==> src/verilog/blse_pkg.sv <==
// shared constants and types for the line and span engine
package blse_pkg;
  // device register byte addresses on the link
  localparam logic [31:0] REG_STEP_ONE   = 32'h0000_0000;
  localparam logic [31:0] REG_STEP_TWO   = 32'h0000_0004;
  localparam logic [31:0] REG_INIT_LEN   = 32'h0000_0008;
  localparam logic [31:0] REG_ROP        = 32'h0000_000C;
  localparam logic [31:0] REG_FG         = 32'h0000_0010;
  localparam logic [31:0] REG_BG         = 32'h0000_0014;
  localparam logic [31:0] REG_MODE       = 32'h0000_0018;
  localparam logic [31:0] REG_INTERLOCK  = 32'h0000_001C;
  localparam logic [31:0] REG_DITHER_COL = 32'h0000_0020;
  localparam logic [31:0] REG_DITHER_ROW = 32'h0000_0024;
  localparam logic [31:0] REG_DEST_HOLD  = 32'h0000_0028;
  localparam logic [31:0] REG_SPAN_CTL   = 32'h0000_002C;
  // field positions
  localparam int INC_HI     = 31;
  localparam int INC_LO     = 16;
  localparam int EINC_HI    = 15;
  localparam int ERR_HI     = 31;
  localparam int ERR_LO     = 16;
  localparam int LEN_HI     = 3;
  localparam int WD_LSB_HI  = 17;
  localparam int WD_LSB_LO  = 16;
  localparam int WD_MASK_HI = 15;
  localparam int ROP_HI     = 3;
  localparam int BMP_HI     = 10;
  localparam int BMP_LO     = 8;
  localparam int BMASK_HI   = 19;
  localparam int BMASK_LO   = 16;
  // engine_mode_control fields
  localparam logic [1:0] MODE_SIMPLE = 2'h0;
  localparam logic [1:0] MODE_LINE   = 2'h1;
  localparam logic [1:0] MODE_SCALE  = 2'h2;
  localparam int MODE_PACKED  = 4;
  localparam int MODE_REDUCE  = 5;
  localparam int MODE_HOLDER  = 6;
  localparam int MODE_CONT    = 7;
  // span control fields: start pixel, end pixel, trailing draw count
  localparam int SPAN_START_LO = 0;
  localparam int SPAN_END_LO   = 4;
  localparam int SPAN_DRAW_LO  = 8;
  localparam int PIX_BITS      = 8;
  localparam logic [1:0]  LAST_PIX    = 2'h3;
  localparam logic [31:0] STEP_PACKED = 32'h0000_0001;
  localparam logic [31:0] STEP_DWORD  = 32'h0000_0004;
  localparam logic [3:0]  LEN_ONE     = 4'h1;
  // host controller registers on AXI4-Lite
  localparam logic [3:0] HREG_ADDR   = 4'h0;
  localparam logic [3:0] HREG_DATA   = 4'h4;
  localparam logic [3:0] HREG_CTRL   = 4'h8;
  localparam logic [3:0] HREG_STATUS = 4'hC;
  localparam int HST_PENDING = 0;
  localparam int HST_OVERRUN = 1;
  localparam logic [1:0] RESP_OKAY   = 2'h0;
  localparam logic [1:0] RESP_SLVERR = 2'h2;

  typedef enum logic [2:0] {ST_IDLE, ST_LINE, ST_FETCH, ST_SCALE, ST_TRAIL} blse_state_t;
endpackage : blse_pkg

==> src/verilog/blse_link_if.sv <==
// command link between host controller and engine
`timescale 1ns/100ps
`default_nettype none
interface blse_link_if;
  logic        cmdValid;
  logic        cmdReady;
  logic        cmdToFrame;
  logic [31:0] cmdAddr;
  logic [31:0] cmdData;
  modport host (output cmdValid, output cmdToFrame, output cmdAddr, output cmdData,
                input cmdReady);
  modport dev  (input cmdValid, input cmdToFrame, input cmdAddr, input cmdData,
                output cmdReady);
endinterface : blse_link_if
`default_nettype wire

==> src/verilog/blse_device.sv <==
// line and scaled span engine: registers, stepping and pixel output
// Behaviour
// RL1 - frame write in line mode draws segment
// RL2 - write data: address bits 17:16, mask 15:0
// RL3 - packed 8bpp uses data address bits
// RL4 - current address loaded before stepping
// RL5 - mask one foreground, zero background
// RL6 - each pixel carries rop, bitmap, byte mask
// RL7 - negative error: add increments one
// RL8 - nonnegative error: increment two, subtract error
// RL9 - decrement length, stop at zero
// RL10 - track target byte within dword
// RL11 - host loads stepping terms before drawing
// RL12 - span start: write, holder, or continuation
// RL13 - skip source pixels before start pixel
// RL14 - initial error sets first pixel repeats
// RL15 - ignore pixels after end pixel
// RL16 - trailing count repeats last source pixel
// RL17 - bad start/end never hangs engine
// RL18 - interlocked register updates stall during copy
// RL19 - host writes interlock before register updates
// RL20 - host presets error for occluded spans
// RL21 - host keeps parent span increments
// RL22 - new frame write waits for segment
`timescale 1ns/100ps
`default_nettype none
module blse_device
  import blse_pkg::*;
(
  input  wire logic        core_clk,
  input  wire logic        rst,
  blse_link_if.dev         link,
  input  wire logic        srcValid,
  input  wire logic [31:0] srcData,
  input  wire logic        srcLast,
  output logic             srcReady,
  output logic             pixValid,
  input  wire logic        pixReady,
  output logic [31:0]      pixAddr,
  output logic [31:0]      pixData,
  output logic [3:0]       pixByteMask,
  output logic [3:0]       pixRop,
  output logic [2:0]       pixBitmap,
  output logic             busy
);
  import blse_pkg::*;

  typedef struct packed {
    blse_state_t  state;
    logic [31:0]  stepOne;
    logic [31:0]  stepTwo;
    logic [31:0]  initLen;
    logic [31:0]  rop;
    logic [31:0]  fg;
    logic [31:0]  bg;
    logic [31:0]  mode;
    logic [31:0] ditherCol;
    logic [31:0] ditherRow;
    logic [31:0] destHold;
    logic [31:0] spanCtl;
    logic         armed;
    logic [31:0]  addr;
    logic [15:0]  err;
    logic [3:0]   len;
    logic [15:0]  mask;
    logic [31:0]  dword;
    logic         lastDword;
    logic [1:0]   pixIdx;
    logic [3:0]   trail;
    logic [31:0]  spanEnd;
    logic         pixValid;
    logic [31:0]  pixAddr;
    logic [31:0]  pixData;
  } blse_dev_t;

  blse_dev_t s;
  blse_dev_t next_s;

  // sign-extended address increment from the upper half of a stepping register
  function automatic logic [31:0] addrInc(input logic [31:0] r);
    addrInc = {{16{r[INC_HI]}}, r[INC_HI:INC_LO]};
  endfunction : addrInc

  function automatic logic isInterlocked(input logic [31:0] a);
    isInterlocked = (a == REG_STEP_ONE) || (a == REG_STEP_TWO) || (a == REG_INIT_LEN) ||
                    (a == REG_DITHER_COL) || (a == REG_DITHER_ROW);
  endfunction : isInterlocked

  logic        copyBusy;
  logic        regStall;
  logic        frameStall;
  logic        packed8;
  logic [31:0] pixStep;
  logic [1:0]  startPix;
  logic [1:0]  endPix;
  logic [7:0]  curPix;
  logic        engineFree;

  always_comb
  begin
    copyBusy   = (s.state == ST_FETCH) || (s.state == ST_SCALE) || (s.state == ST_TRAIL);
    packed8    = s.mode[MODE_PACKED];
    pixStep    = packed8 ? STEP_PACKED : STEP_DWORD;
    startPix   = s.spanCtl[SPAN_START_LO +: 2];
    endPix     = s.spanCtl[SPAN_END_LO +: 2];
    curPix     = s.dword[s.pixIdx * PIX_BITS +: PIX_BITS];
    engineFree = !s.pixValid;
    regStall   = s.armed && copyBusy && isInterlocked(link.cmdAddr); // [RL18]
    frameStall = (s.state != ST_IDLE) || s.pixValid; // [RL22]
    link.cmdReady = link.cmdToFrame ? !frameStall : !regStall;
    srcReady   = (s.state == ST_FETCH);
  end

  always_comb
  begin
    next_s = s;
    if (s.pixValid && pixReady)
    begin
      next_s.pixValid = 1'b0;
    end
    if (s.armed && !copyBusy)
    begin
      next_s.armed = 1'b0;
    end
    if (link.cmdValid && link.cmdReady && !link.cmdToFrame)
    begin
      case (link.cmdAddr)
        REG_STEP_ONE:   next_s.stepOne   = link.cmdData;
        REG_STEP_TWO:   next_s.stepTwo   = link.cmdData;
        REG_INIT_LEN:   next_s.initLen   = link.cmdData;
        REG_ROP:        next_s.rop       = link.cmdData;
        REG_FG:         next_s.fg        = link.cmdData;
        REG_BG:         next_s.bg        = link.cmdData;
        REG_MODE:       next_s.mode      = link.cmdData;
        REG_INTERLOCK:  next_s.armed     = 1'b1;
        REG_DITHER_COL: next_s.ditherCol = link.cmdData;
        REG_DITHER_ROW: next_s.ditherRow = link.cmdData;
        REG_DEST_HOLD:  next_s.destHold  = link.cmdData;
        REG_SPAN_CTL:   next_s.spanCtl   = link.cmdData;
        default:        next_s.armed     = s.armed;
      endcase
    end
    case (s.state)
      ST_IDLE:
      begin
        if (link.cmdValid && link.cmdReady && link.cmdToFrame)
        begin
          next_s.err = s.initLen[ERR_HI:ERR_LO];
          if (s.mode[1:0] == MODE_LINE)
          begin
            next_s.state = ST_LINE; // [RL1]
            next_s.addr  = packed8 ? {link.cmdAddr[31:2], link.cmdData[WD_LSB_HI:WD_LSB_LO]}
                                   : {link.cmdAddr[31:2], 2'h0}; // [RL3] [RL4] [RL2]
            next_s.mask  = link.cmdData[WD_MASK_HI:0]; // [RL2]
            next_s.len   = s.initLen[LEN_HI:0];
          end
          else if (s.mode[1:0] == MODE_SCALE)
          begin
            next_s.state  = ST_FETCH;
            next_s.pixIdx = startPix; // [RL13]
            if (s.mode[MODE_CONT])
            begin
              next_s.addr = s.spanEnd + addrInc(s.stepOne); // [RL12]
            end
            else if (s.mode[MODE_HOLDER])
            begin
              next_s.addr = s.destHold; // [RL12]
            end
            else
            begin
              next_s.addr = link.cmdAddr; // [RL12]
            end
          end
        end
      end
      ST_LINE:
      begin
        if (engineFree)
        begin
          next_s.pixValid = 1'b1;
          next_s.pixAddr  = s.addr; // [RL10]
          next_s.pixData  = s.mask[0] ? s.fg : s.bg; // [RL5]
          next_s.mask     = {1'b0, s.mask[WD_MASK_HI:1]};
          if (s.err[15])
          begin
            next_s.addr = s.addr + addrInc(s.stepOne); // [RL7]
            next_s.err  = s.err + s.stepOne[EINC_HI:0]; // [RL7]
          end
          else
          begin
            next_s.addr = s.addr + addrInc(s.stepTwo); // [RL8]
            next_s.err  = s.err - s.stepTwo[EINC_HI:0]; // [RL8]
          end
          next_s.len = s.len - LEN_ONE; // [RL9]
          if (s.len == LEN_ONE)
          begin
            next_s.state = ST_IDLE; // [RL9]
          end
        end
      end
      ST_FETCH:
      begin
        if (srcValid)
        begin
          next_s.dword     = srcData;
          next_s.lastDword = srcLast;
          next_s.state     = ST_SCALE;
        end
      end
      ST_SCALE:
      begin
        if (s.lastDword && (s.pixIdx > endPix))
        begin
          next_s.state   = ST_IDLE; // [RL17]
          next_s.spanEnd = s.addr;
        end
        else if (s.lastDword && (s.pixIdx == endPix))
        begin
          next_s.state = ST_TRAIL; // [RL15]
          next_s.trail = s.spanCtl[SPAN_DRAW_LO +: 4]; // [RL16]
        end
        else if (s.err[15])
        begin
          next_s.err = s.err + s.stepOne[EINC_HI:0]; // [RL14]
          if (s.pixIdx == LAST_PIX)
          begin
            next_s.pixIdx = 2'h0;
            next_s.state  = ST_FETCH;
          end
          else
          begin
            next_s.pixIdx = s.pixIdx + 2'h1;
          end
        end
        else if (engineFree)
        begin
          next_s.pixValid = 1'b1;
          next_s.pixAddr  = s.addr;
          next_s.pixData  = {24'h00_0000, curPix};
          next_s.addr     = s.addr + pixStep;
          next_s.err      = s.err - s.stepTwo[EINC_HI:0]; // [RL14]
          if (s.mode[MODE_REDUCE])
          begin
            if (s.pixIdx == LAST_PIX)
            begin
              next_s.pixIdx = 2'h0;
              next_s.state  = ST_FETCH;
            end
            else
            begin
              next_s.pixIdx = s.pixIdx + 2'h1;
            end
          end
        end
      end
      ST_TRAIL:
      begin
        if (s.trail == 4'h0)
        begin
          next_s.state   = ST_IDLE;
          next_s.spanEnd = s.addr;
        end
        else if (engineFree)
        begin
          next_s.pixValid = 1'b1; // [RL16]
          next_s.pixAddr  = s.addr;
          next_s.pixData  = {24'h00_0000, curPix};
          next_s.addr     = s.addr + pixStep;
          next_s.trail    = s.trail - 4'h1;
        end
      end
      default:
      begin
        next_s.state = ST_IDLE;
      end
    endcase
  end

  always_ff @(posedge core_clk)
  begin
    if (rst)
    begin
      s <= '0;
    end
    else
    begin
      s <= next_s;
    end
  end

  assign pixValid    = s.pixValid;
  assign pixAddr     = s.pixAddr;
  assign pixData     = s.pixData;
  assign pixByteMask = s.rop[BMASK_HI:BMASK_LO]; // [RL6]
  assign pixRop      = s.rop[ROP_HI:0]; // [RL6]
  assign pixBitmap   = s.rop[BMP_HI:BMP_LO]; // [RL6]
  assign busy        = (s.state != ST_IDLE) || s.pixValid;
endmodule : blse_device
`default_nettype wire

==> src/flat_wrapper.sv <==
// flat-port wrapper written by rule: the top's interface ports become plain ports
module blse_device_flat import blse_pkg::*;
  (core_clk, rst, srcValid, srcData, srcLast, srcReady, pixValid, pixReady, pixAddr, pixData, pixByteMask, pixRop, pixBitmap, busy, link_cmdValid, link_cmdToFrame, link_cmdAddr, link_cmdData, link_cmdReady);
  blse_link_if link_i ();
  input  wire logic core_clk;
  input  wire logic rst;
  input  wire logic srcValid;
  input  wire logic [31:0] srcData;
  input  wire logic srcLast;
  output logic srcReady;
  output logic pixValid;
  input  wire logic pixReady;
  output logic [31:0] pixAddr;
  output logic [31:0] pixData;
  output logic [3:0] pixByteMask;
  output logic [3:0] pixRop;
  output logic [2:0] pixBitmap;
  output logic busy;
  input wire logic [$bits(link_i.cmdValid)-1:0] link_cmdValid;
  input wire logic [$bits(link_i.cmdToFrame)-1:0] link_cmdToFrame;
  input wire logic [$bits(link_i.cmdAddr)-1:0] link_cmdAddr;
  input wire logic [$bits(link_i.cmdData)-1:0] link_cmdData;
  output wire logic [$bits(link_i.cmdReady)-1:0] link_cmdReady;
  assign link_i.cmdValid = link_cmdValid;
  assign link_i.cmdToFrame = link_cmdToFrame;
  assign link_i.cmdAddr = link_cmdAddr;
  assign link_i.cmdData = link_cmdData;
  assign link_cmdReady = link_i.cmdReady;
  blse_device u_core (.core_clk(core_clk), .rst(rst), .link(link_i), .srcValid(srcValid), .srcData(srcData), .srcLast(srcLast), .srcReady(srcReady), .pixValid(pixValid), .pixReady(pixReady), .pixAddr(pixAddr), .pixData(pixData), .pixByteMask(pixByteMask), .pixRop(pixRop), .pixBitmap(pixBitmap), .busy(busy));
endmodule
==> config.mk <==
export PLATFORM = sky130hd
export DESIGN_NAME = blse_device_flat
export DESIGN_NICKNAME = d
export VERILOG_FILES = /design/src/verilog/blse_pkg.sv /design/src/verilog/blse_link_if.sv /design/src/verilog/blse_device.sv /design/src/flat_wrapper.sv
export SDC_FILE = /design/constraint.sdc
export NUM_CORES = 1
export LEC_CHECK = 0
export ABC_AREA = 1
export ABC_CLOCK_PERIOD_IN_PS = 7240
export BUFFER_PORTS_ARGS = -buffer_cell sky130_fd_sc_hd__buf_2
export CAP_MARGIN = 0
export CORE_AREA = 2 2 215 217
export DETAILED_ROUTE_END_ITERATION = 7
export DIE_AREA = 0 0 217 219
export PLACE_DENSITY = 0.79
export SLEW_MARGIN = 25
export SYNTH_ARGS = -nofsm -noshare
export SYNTH_HDL_FRONTEND = slang
export SYNTH_SLANG_ARGS = --single-unit
==> constraint.sdc <==
create_clock -name core_clk -period 7.24 [get_ports core_clk]
set_input_delay 0.724 -clock core_clk [delete_from_list [all_inputs] [get_ports core_clk]]
set_output_delay 0.724 -clock core_clk [all_outputs]
set_load 0.02 [all_outputs]
## After elaboration in Yosys (flattened, before gate mapping)

Cells that the tools add are included.

- Output and inout port bits: 79
- Bits of input ports: 103
- Logic and storage cells: 190
- Flip-flop bits (word level): 440

- Reductions and logical operators: 50
- Muxes and demuxes: 63
- $add $sub $neg: 9
- Magnitude comparators: 1
- Equality and inequality tests: 42
- Shift-type cells: 1

Operator list:

| kind | count |
|---|---|
| $mux W65 | 6 |
| $mux W32 | 10 |
| $pmux W65 S3 | 1 |
| $mux W48 | 4 |
| $mux W68 | 2 |
| $add A32 B32 Y32 | 4 |
| $eq A32 B5 Y1 const B | 4 |
| $eq A32 B6 Y1 const B | 4 |
| $pmux W32 S4 | 1 |
| $pmux W36 S2 | 1 |
| $eq A32 B4 Y1 const B | 2 |
| $pmux W16 S3 | 1 |
| $mux W3 | 14 |
| $pmux W20 S2 | 1 |
| $eq A32 B3 Y1 const B | 1 |
| $logic_not A32 Y1 | 1 |
| $shiftx A32 B6 Y8 | 1 |
| $ne A2 B2 Y1 const B | 12 |
| $mux W20 | 1 |
| $reduce_and A2 Y1 | 10 |
| $mux W2 | 9 |
| $add A16 B16 Y16 | 1 |
| $mux W16 | 1 |
| $reduce_and A8 Y1 | 2 |
| 37 further kinds | 72 |

## Longest topological paths before layout

Gate-level depths: netlist (run 1).

- Word-level depth: 12
- Mapped depth: 21
- Gate-level depth less buffers: 20

## Least setup slack after synthesis (run 1)

Ideal clock, no wire load.

- Path type: flip-flop to flip-flop
- Start point: register u_core.s[171] (netlist bit)
- End point: register u_core.s[188] (netlist bit)
- Arrival: 2.456 ns
- Cell stages (with the launch flop): 19
- Required time: 7.131 ns
- Setup slack: 4.675 ns
- Clock period less this slack: 2.565 ns
- Library setup time: 0.109 ns
- Path through: dfxtp_1 > buf_1 > clkbuf_1 > nand2_1 > nand2_1 > ha_1 > nand2_1 > inv_1 > a21oi_1 > nor2_1 > nor2_1 > nand2_1 > or2_2 > nand3_1 > nand2_1 > inv_1 > nand3_1 > nand2_1 > inv_1

- Cells in the longest elaborated chain, start to end: 3
- Elaborated cells between the ends (all ways): 5
- Those cells by class: eq/ne (1); mux (3); reduce/logical (1)

RTL lines:

| what | line | RTL |
|---|---|---|
| start, declared | blse_device.sv:76 | `blse_dev_t s;` |
| start signal, assigned | blse_device.sv:287 | `s <= next_s;` |
| $mux W48 | blse_device.sv:184 | `if (s.err[15])` |
| $mux W68 | blse_device.sv:178 | `if (engineFree)` |
| $pmux W32 S4 | blse_device.sv:143 | `case (s.state)` |

Parallel ways exist; a longest one is shown, timed or not. The select of a mux whose other input is x is not followed.
A chain may end at the register's enable or synchronous reset.

## Worst setup path in the final report (run 1)

- Start point: register u_core.s[101] (netlist bit)
- End point: register u_core.s[169] (netlist bit)

- Cells in the longest elaborated chain, start to end: 4
- Elaborated cells between the ends (all ways): 7
- Those cells by class: order compare (1); eq/ne (3); reduce/logical (3)

RTL lines:

| what | line |
|---|---|
| $gt A2 B2 Y1 / $eq A2 B2 Y1 (equally long branches) | blse_device.sv:212, blse_device.sv:217 |
| $logic_and A1 B1 Y1 (on tied branches) | blse_device.sv:212, blse_device.sv:217 |
| $ne A2 B2 Y1 (no line) | n/a |
| $reduce_and A6 Y1 (no line) * | n/a |

Every way passes the cells marked *; elsewhere a longest branch is shown, timed or not.

==> flow_metrics.env, run 1 <==
export IMPL_grt_first_pass_wirelength_um=140200
export IMPL_yosysMostFrequentCell="nand2_1"
export IMPL_area_delta_synth_final_pct=7.464
export IMPL_p_comb_frac=0.065
export IMPL_critPathTopFamily="simple AND/OR/NAND/NOR gates"
export IMPL_synth_xor_area_frac=0.007505
export IMPL_synth_fa_ha_area_frac=0.05007
export IMPL_cts_made_buffers=44
export IMPL_hold_viol_final=0
export IMPL_fin_tns_setup_ns=0
export IMPL_synth_compound_area_frac=0.1250
export IMPL_grt_max_degree=190
export IMPL_yosysWarnings=0
export IMPL_drv_cap=0
export IMPL_antenna_found_initial=4
export IMPL_p_leak_uw=0.01377
export IMPL_worstPathRequired_ns=7.75
export IMPL_wl_um=91070
export IMPL_clockPowerShare=0.483
export IMPL_synth_mux_area_frac=0.002984
export IMPL_initial_core_util=0.5953
export IMPL_setup_violations=0
export IMPL_synth_ff_type="dfxtp_1"
export IMPL_ir_drop_v=0.0001869
export IMPL_slowest_delay_ns=0.71
export IMPL_ys_ff_latch=413
export IMPL_ant_nets=0
export IMPL_synthSimpleGateAreaFrac=0.3852
export IMPL_numPortBuffers=181
export IMPL_cts_setup_buffers=0
export IMPL_syn_area_per_cell_sq_um=6.071
export IMPL_status="finished clean"
export IMPL_grt_use_total=0.3752
export IMPL_path_max_fanout=24
export IMPL_cts_path_max_buffers=3
export IMPL_clkLatencyLatePin_ns=0.60
export IMPL_place_area_sq_um=27260
export IMPL_cts_root_buf="clkbuf_16"
export IMPL_rows=78
export IMPL_critPathMostFrequentCell="inv_1"
export IMPL_dp_hpwl_um=66090
export IMPL_seqPwrFrac=0.451
export IMPL_critical_path_startpoint_type="flop"
export IMPL_hold_buffers=0
export IMPL_fin_crit_sh=0.5213
export IMPL_synth_top_family_by_area="simple AND/OR/NAND/NOR gates"
export IMPL_place_gp_congestion=1.020
export IMPL_yosysTopAreaCell="dfxtp_1"
export IMPL_synthArstFlopShare=0
export IMPL_synth_edff_count=0
export IMPL_gr_total_overflow=0
export IMPL_cts_clk_slew_worst_paths_ns=0.06
export IMPL_pin_count=182
export IMPL_crit_type="reg -> reg"
export IMPL_synth_area_leaders="dfxtp_1, nand2_1, nor2_1"
export IMPL_cts_num_sinks=413
export IMPL_syn_inst=4421
export IMPL_syn_nets=4629
export IMPL_p_per_area_nw_per_um2=175.3
export IMPL_rsz0062_at_grt="false"
export IMPL_die_w_um=217
export IMPL_vias_per_cell=5.669
export IMPL_cts_tree="built"
export IMPL_cp_slowest_cell="nor2_2"
export IMPL_crit_buf_inv=4
export IMPL_netlist_area_sq_um=26840
export IMPL_drt_first_pass_iters=7
export IMPL_final_nets=4616
export IMPL_vias=28580
export IMPL_worst_pin_slew_ns=1.061
export IMPL_synthDistinctLibCells=55
export IMPL_htreeDepth=2
export IMPL_arrival_ns=4.28
export IMPL_post_route_util=0.6397
export IMPL_period_minus_slack_ns=3.774
export IMPL_synthTopCellsByCount="nand2_1, nor2_1, inv_1, nand3_1, dfxtp_1"
export IMPL_core_sq_um=45090
export IMPL_drtIter0Drc=3332
export IMPL_fmax_ghz=0.2650
export IMPL_seq_area_frac_synth=0.3081
export IMPL_dieArea_sq_um=47520
export IMPL_path_cells="inv_1 > ha_1 > nand2_1 > nor2_1 > nor2_1 > inv_1 > nand2_1 > nand3b_1 > nor2_2 > inv_1 > a21oi_1 > nand3_1 > nand2_1 > inv_1"
export IMPL_sw_frac_of_total=0.2493
export IMPL_drive_above_1_share=0.07815
export IMPL_final_area_sq_um=28840
export IMPL_min_path_type="in -> reg"
export IMPL_p_int_uw=3796
export IMPL_wl_per_cell_um=18.07
export IMPL_die_y_um=219
export IMPL_drcViolationCount=0
export IMPL_max_slew_margin=0.2866
export IMPL_fin_worst_skew_ns=0.02181
export IMPL_slew_violations=0
export IMPL_netSwitchingPower_uw=1261
export IMPL_synth_top_area_frac=0.3081
export IMPL_cts_resized=0
export IMPL_grt_pass1_vias=25580
export IMPL_endpoint_kind="flop"
==> tightest hold or removal path, delay by kind of cell <==
family / cells / cell delay (ns)
compound gates: 1 / 0.07
simple gates: 1 / 0.08
buf+inv: 1 / 0.07
==> final cells by class <==
type	count	area, sq um
clock buffer	56	1226
fill	4491	16250
tap	600	750.7
multi-input combinational	3269	15350
antenna	1	2.502
inverter	471	1775
timing repair buffer	209	1149
sequential	413	8268
clock inverter	22	321.6
==> cells by family (layout without fill, tap and decap cells) <==
| logic type | Yosys count | after routing |
|---|---|---|
| AND/OR/NAND/NOR | 2510 | 2510 |
| buffers and inverters | 739 | 758 |
| AO/OA/AOI/OAI | 623 | 623 |
| flip-flops | 413 | 413 |
| adder cells (fa/ha/maj) | 105 | 105 |
| XOR/XNOR | 23 | 23 |
| multiplexers | 8 | 8 |
| other | 0 | 1 |
==> worst paths after layout <==
kind	from	end	slack [ns]	depth (start not counted)
max reg2reg	u_core.s[101]	u_core.s[169]	3.47	14
max	u_core.s[101]	u_core.s[169]	3.47	14
min reg2reg	u_core.pixData[20]	u_core.pixData[20]	0.46	2
min	srcData[24]	u_core.s[128]	0.38	3
==> registers in the layout (all words and copies together), names as in the netlist <==
register / flops
u_core.packed8: 1
u_core.pixByteMask: 4
u_core.pixBitmap: 3
u_core.pixValid: 1
u_core.endPix: 2
u_core.pixRop: 4
u_core.s: 334
u_core.pixAddr: 32
u_core.pixData: 32
==> power groups by stage <==
stage | clock network [uW] | logic, uW | registers [uW]
CTS | 2450 | 319 | 2280
floorplan | 0 | 204 | 2330
finish | 2440 | 330 | 2280
global route | 2530 | 358 | 2280
detailed placement | 0 | 317 | 2330
global placement | 0 | 316 | 2330
==> routing by layer <==
layer | global-route usage | vias to the layer above | wire [um]
met5 | 0 | - | 27
met2 | 0.5945 | 1438 | 39680
met4 | 0.2256 | 4 | 5912
li1 | - | 14040 | -
met3 | 0.05461 | 306 | 8862
met1 | 0.4852 | 12790 | 36590
==> placed cells by master, fill, tap and decap left out, types with 16 or more instances in the layout <==
cell	instances
a21oi_1	252
a31oi_1	58
buf_2	181
buf_4	26
clkbuf_16	44
dfxtp_1	413
ha_1	101
inv_1	449
inv_2	16
nand2_1	1220
nand3_1	422
nand4_1	23
nor2_1	727
nor2_2	17
nor3_1	40
o21ai_0	248
==> through the flow <==
step                setup WS, ns  hold slack [ns]  total power [uW]  instances
global placement           3.240           0.4490              2650       4961
finish                     3.466           0.3833              5056       5041
CTS                        3.443           0.3727              5055       5039
global route               3.094           0.3968              5172       5040
detailed placement         3.213           0.4508              2651       4961
floorplan                  4.675           0.4395              2536       4421
No activity file was read; power rests on OpenSTA's default activity.
==> run 2: changes to the inputs <==
--- a/config.mk
+++ b/config.mk
@@ -5,13 +5,13 @@
 export SDC_FILE = /design/constraint.sdc
 export NUM_CORES = 1
 export LEC_CHECK = 0
-export ABC_AREA = 1
-export ABC_CLOCK_PERIOD_IN_PS = 7240
+export ABC_AREA = 0
+export ABC_CLOCK_PERIOD_IN_PS = 3600
 export BUFFER_PORTS_ARGS = -buffer_cell sky130_fd_sc_hd__buf_2
 export CAP_MARGIN = 0
-export CORE_AREA = 2 2 215 217
+export CORE_AREA = 2 2 200 202
 export DETAILED_ROUTE_END_ITERATION = 7
-export DIE_AREA = 0 0 217 219
+export DIE_AREA = 0 0 202 204
 export PLACE_DENSITY = 0.79
 export SLEW_MARGIN = 25
 export SYNTH_ARGS = -nofsm -noshare
==> constraint.sdc (replaced) <==
create_clock -name core_clk -period 3.6 [get_ports core_clk]
set_input_delay 0.36 -clock core_clk [delete_from_list [all_inputs] [get_ports core_clk]]
set_output_delay 0.36 -clock core_clk [all_outputs]
set_load 0.02 [all_outputs]
==> flow_metrics.env, run 2 <==
export IMPL_drive_above_1_share=0.1503
export IMPL_syn_inst=3013
export IMPL_p_total_uw=9947
export IMPL_grt_pass1_vias=21600
export IMPL_status="finished clean"
export IMPL_critical_path_startpoint_type="flop"
export IMPL_critPathMostFrequentCell="buf_4"
export IMPL_fin_crit_sh=0.9528
export IMPL_r2r_start="u_core.s[171]"
export IMPL_numPortBuffers=181
export IMPL_syn_area_per_cell_sq_um=7.699
export IMPL_yosysTopAreaCell="dfxtp_1"
export IMPL_dieArea_sq_um=41210
export IMPL_ant_nets=0
export IMPL_multi_input_area_sq_um=13440
export IMPL_path_max_fanout=5
export IMPL_fmax_ghz=0.2915
export IMPL_place_area_sq_um=24520
export IMPL_drcViolationCount=0
export IMPL_cp_slowest_cell="a2111oi_0"
export IMPL_pin_count=182
export IMPL_grt_first_pass_wirelength_um=119900
export IMPL_grt_use_total=0.3695
export IMPL_arrival_ns=3.87
export IMPL_die_w_um=202
export IMPL_gr_total_overflow=0
export IMPL_p_leak_uw=0.01007
export IMPL_clkLatencyLatePin_ns=0.60
export IMPL_dpl_cell_count=3565
export IMPL_core_sq_um=39180
export IMPL_endpoint_kind="flop"
export IMPL_critPathTopFamily="compound AO/OA/AOI/OAI gates"
export IMPL_rsz0062_at_grt="false"
export IMPL_period_minus_slack_ns=3.430
export IMPL_p_per_area_nw_per_um2=376.5
export IMPL_vias_per_cell=6.254
export IMPL_cts_made_buffers=45
export IMPL_setup_violations=0
export IMPL_ir_drop_v=0.0005081
export IMPL_synth_edff_count=0
export IMPL_hold_viol_final=0
export IMPL_crit_type="reg -> reg"
export IMPL_crit_buf_inv=2
export IMPL_largest_reg_flops=334
export IMPL_fin_tns_setup_ns=0
export IMPL_regMostFlops="u_core.s"
export IMPL_synthTopCellsByCount="nand2_1, dfxtp_1, a21oi_1, nor2_1, clkbuf_1"
export IMPL_worstPathRequired_ns=4.04
export IMPL_cts_path_max_buffers=3
export IMPL_slew_violations=0
export IMPL_seq_area_frac_synth=0.3564
export IMPL_drt_first_pass_iters=7
export IMPL_syn_nets=3221
export IMPL_hp_start="srcData[17]"
export IMPL_fillCellCount=3288
export IMPL_rows=73
export IMPL_grt_max_degree=109
export IMPL_htreeDepth=2
export IMPL_netlist_area_sq_um=23200
export IMPL_area_delta_synth_final_pct=13.88
export IMPL_whs_ns=0.01682
export IMPL_startpoint="u_core.s[171]"
export IMPL_yosysMostFrequentCell="nand2_1"
export IMPL_wl_per_cell_um=21.30
export IMPL_yosysWarnings=0
export IMPL_final_area_sq_um=26420
export IMPL_synth_top_area_frac=0.3564
export IMPL_synth_area_leaders="dfxtp_1, nand2_1, a21oi_1"
export IMPL_layout_commonest_cell="nand2_1"
export IMPL_final_nets=3322
export IMPL_fin_worst_skew_ns=0.03816
export IMPL_place_gp_congestion=1.006
export IMPL_cts_tree="built"
export IMPL_synthDistinctLibCells=84
export IMPL_fin_cells=3674
export IMPL_slowest_delay_ns=0.43
export IMPL_synthArstFlopShare=0
export IMPL_path_cells="mux2_2 > ha_1 > fa_2 > a211oi_2 > nor2_1 > o41ai_2 > buf_4 > o32ai_4 > buf_4 > a31oi_1 > xnor2_1 > a221oi_1 > a2111oi_0"
export IMPL_die_y_um=204
export IMPL_drv_cap=0
export IMPL_worst_pin_slew_ns=0.9876
export IMPL_max_slew_margin=0.3416
export IMPL_cts_num_sinks=413
export IMPL_layout_common_cells="nand2_1, dfxtp_1, a21oi_1, nor2_1, buf_2"
export IMPL_wl_um=78240
export IMPL_cts_clk_slew_worst_paths_ns=0.06
export IMPL_cts_root_buf="clkbuf_16"
export IMPL_initial_core_util=0.5920
export IMPL_drtIter0Drc=2158
export IMPL_min_path_type="in -> reg"
export IMPL_seq_area_sq_um=8272
export IMPL_cts_setup_buffers=0
export IMPL_antenna_found_initial=1
export IMPL_dp_hpwl_um=54470
export IMPL_ys_ff_latch=413
export IMPL_synth_ff_type="dfxtp_1"
export IMPL_vias=22980
run 2: layout make-up:
cell class	count	share of cell area
Clock inverter	10	0.006252
Timing Repair Buffer	337	0.08407
Inverter	68	0.009662
Tap cell	525	0.02487
Multi-Input combinational cell	2249	0.5088
Antenna cell	1	0.00009472
Clock buffer	71	0.05314
Sequential cell	413	0.3131
run 2: cells by family (layout without fill, tap and decap cells):
logic type	after synthesis	in the layout	share of synthesized area
buffers and inverters	351	486	0.07071
other	0	1	0
DFF	413	413	0.3564
xor gates and xnor gates	88	88	0.03382
and+or+nand+nor	1125	1125	0.2046
adders and majority gates	105	105	0.05793
AOI/OAI and AO/OA	820	820	0.2220
muxes	111	111	0.05453
run 2: what timing repair did:
action	in CTS	in global routing
pin swaps	0	3
hold endpoints to repair	27	0
gates cloned	0	0
hold buffers	27	0
endpoints found under the setup margin	5	10
gates resized for setup	1	13
run 2: layer usage:
| metal | wire [um] | up-vias | track usage | part of all wire |
|---|---|---|---|---|
| met5 | 0 | - | 0 | 0 |
| met4 | 4306 | 0 | 0.1959 | 0.055 |
| met3 | 7564 | 252 | 0.07191 | 0.097 |
| met2 | 34500 | 1132 | 0.5842 | 0.44 |
| met1 | 31870 | 10880 | 0.4791 | 0.41 |
| li1 | - | 10720 | - | - |
run 2: path summary, 6_finish.rpt:
path | endpoint | slack, ns | cells after the start
setup / recovery | u_core.s[188] | 0.17 | 13
hold / removal | u_core.s[121] | 0.02 | 3
setup reg to reg | u_core.s[188] | 0.17 | 13
hold reg to reg | u_core.s[263] | 0.45 | 2
run 2: worst register-to-register path: stages (launching register included):
cell and delay [ns]:
dfxtp_4 0.41, mux2_2 0.35, ha_1 0.22, fa_2 0.39, a211oi_2 0.20, nor2_1 0.11
o41ai_2 0.24, buf_4 0.20, o32ai_4 0.11, buf_4 0.18, a31oi_1 0.19, xnor2_1 0.15
a221oi_1 0.10, a2111oi_0 0.43
run 2: report_power, final:
group | leakage [uW] | internal (uW) | switching [uW]
clock network | 0.000774 | 2840 | 1990
logic | 0.00597 | 169 | 362
registers | 0.00333 | 4580 | 11.0
run 2: through the flow:
step | setup WS [ns] | utilization
after CTS | 0.05425 | 0.6727
after global routing | 0.01576 | 0.6742
after detailed placement | -0.02367 | 0.6257
final | 0.1700 | 0.6742
after global placement | 0.01882 | 0.6257
after floorplan | 0.06611 | -
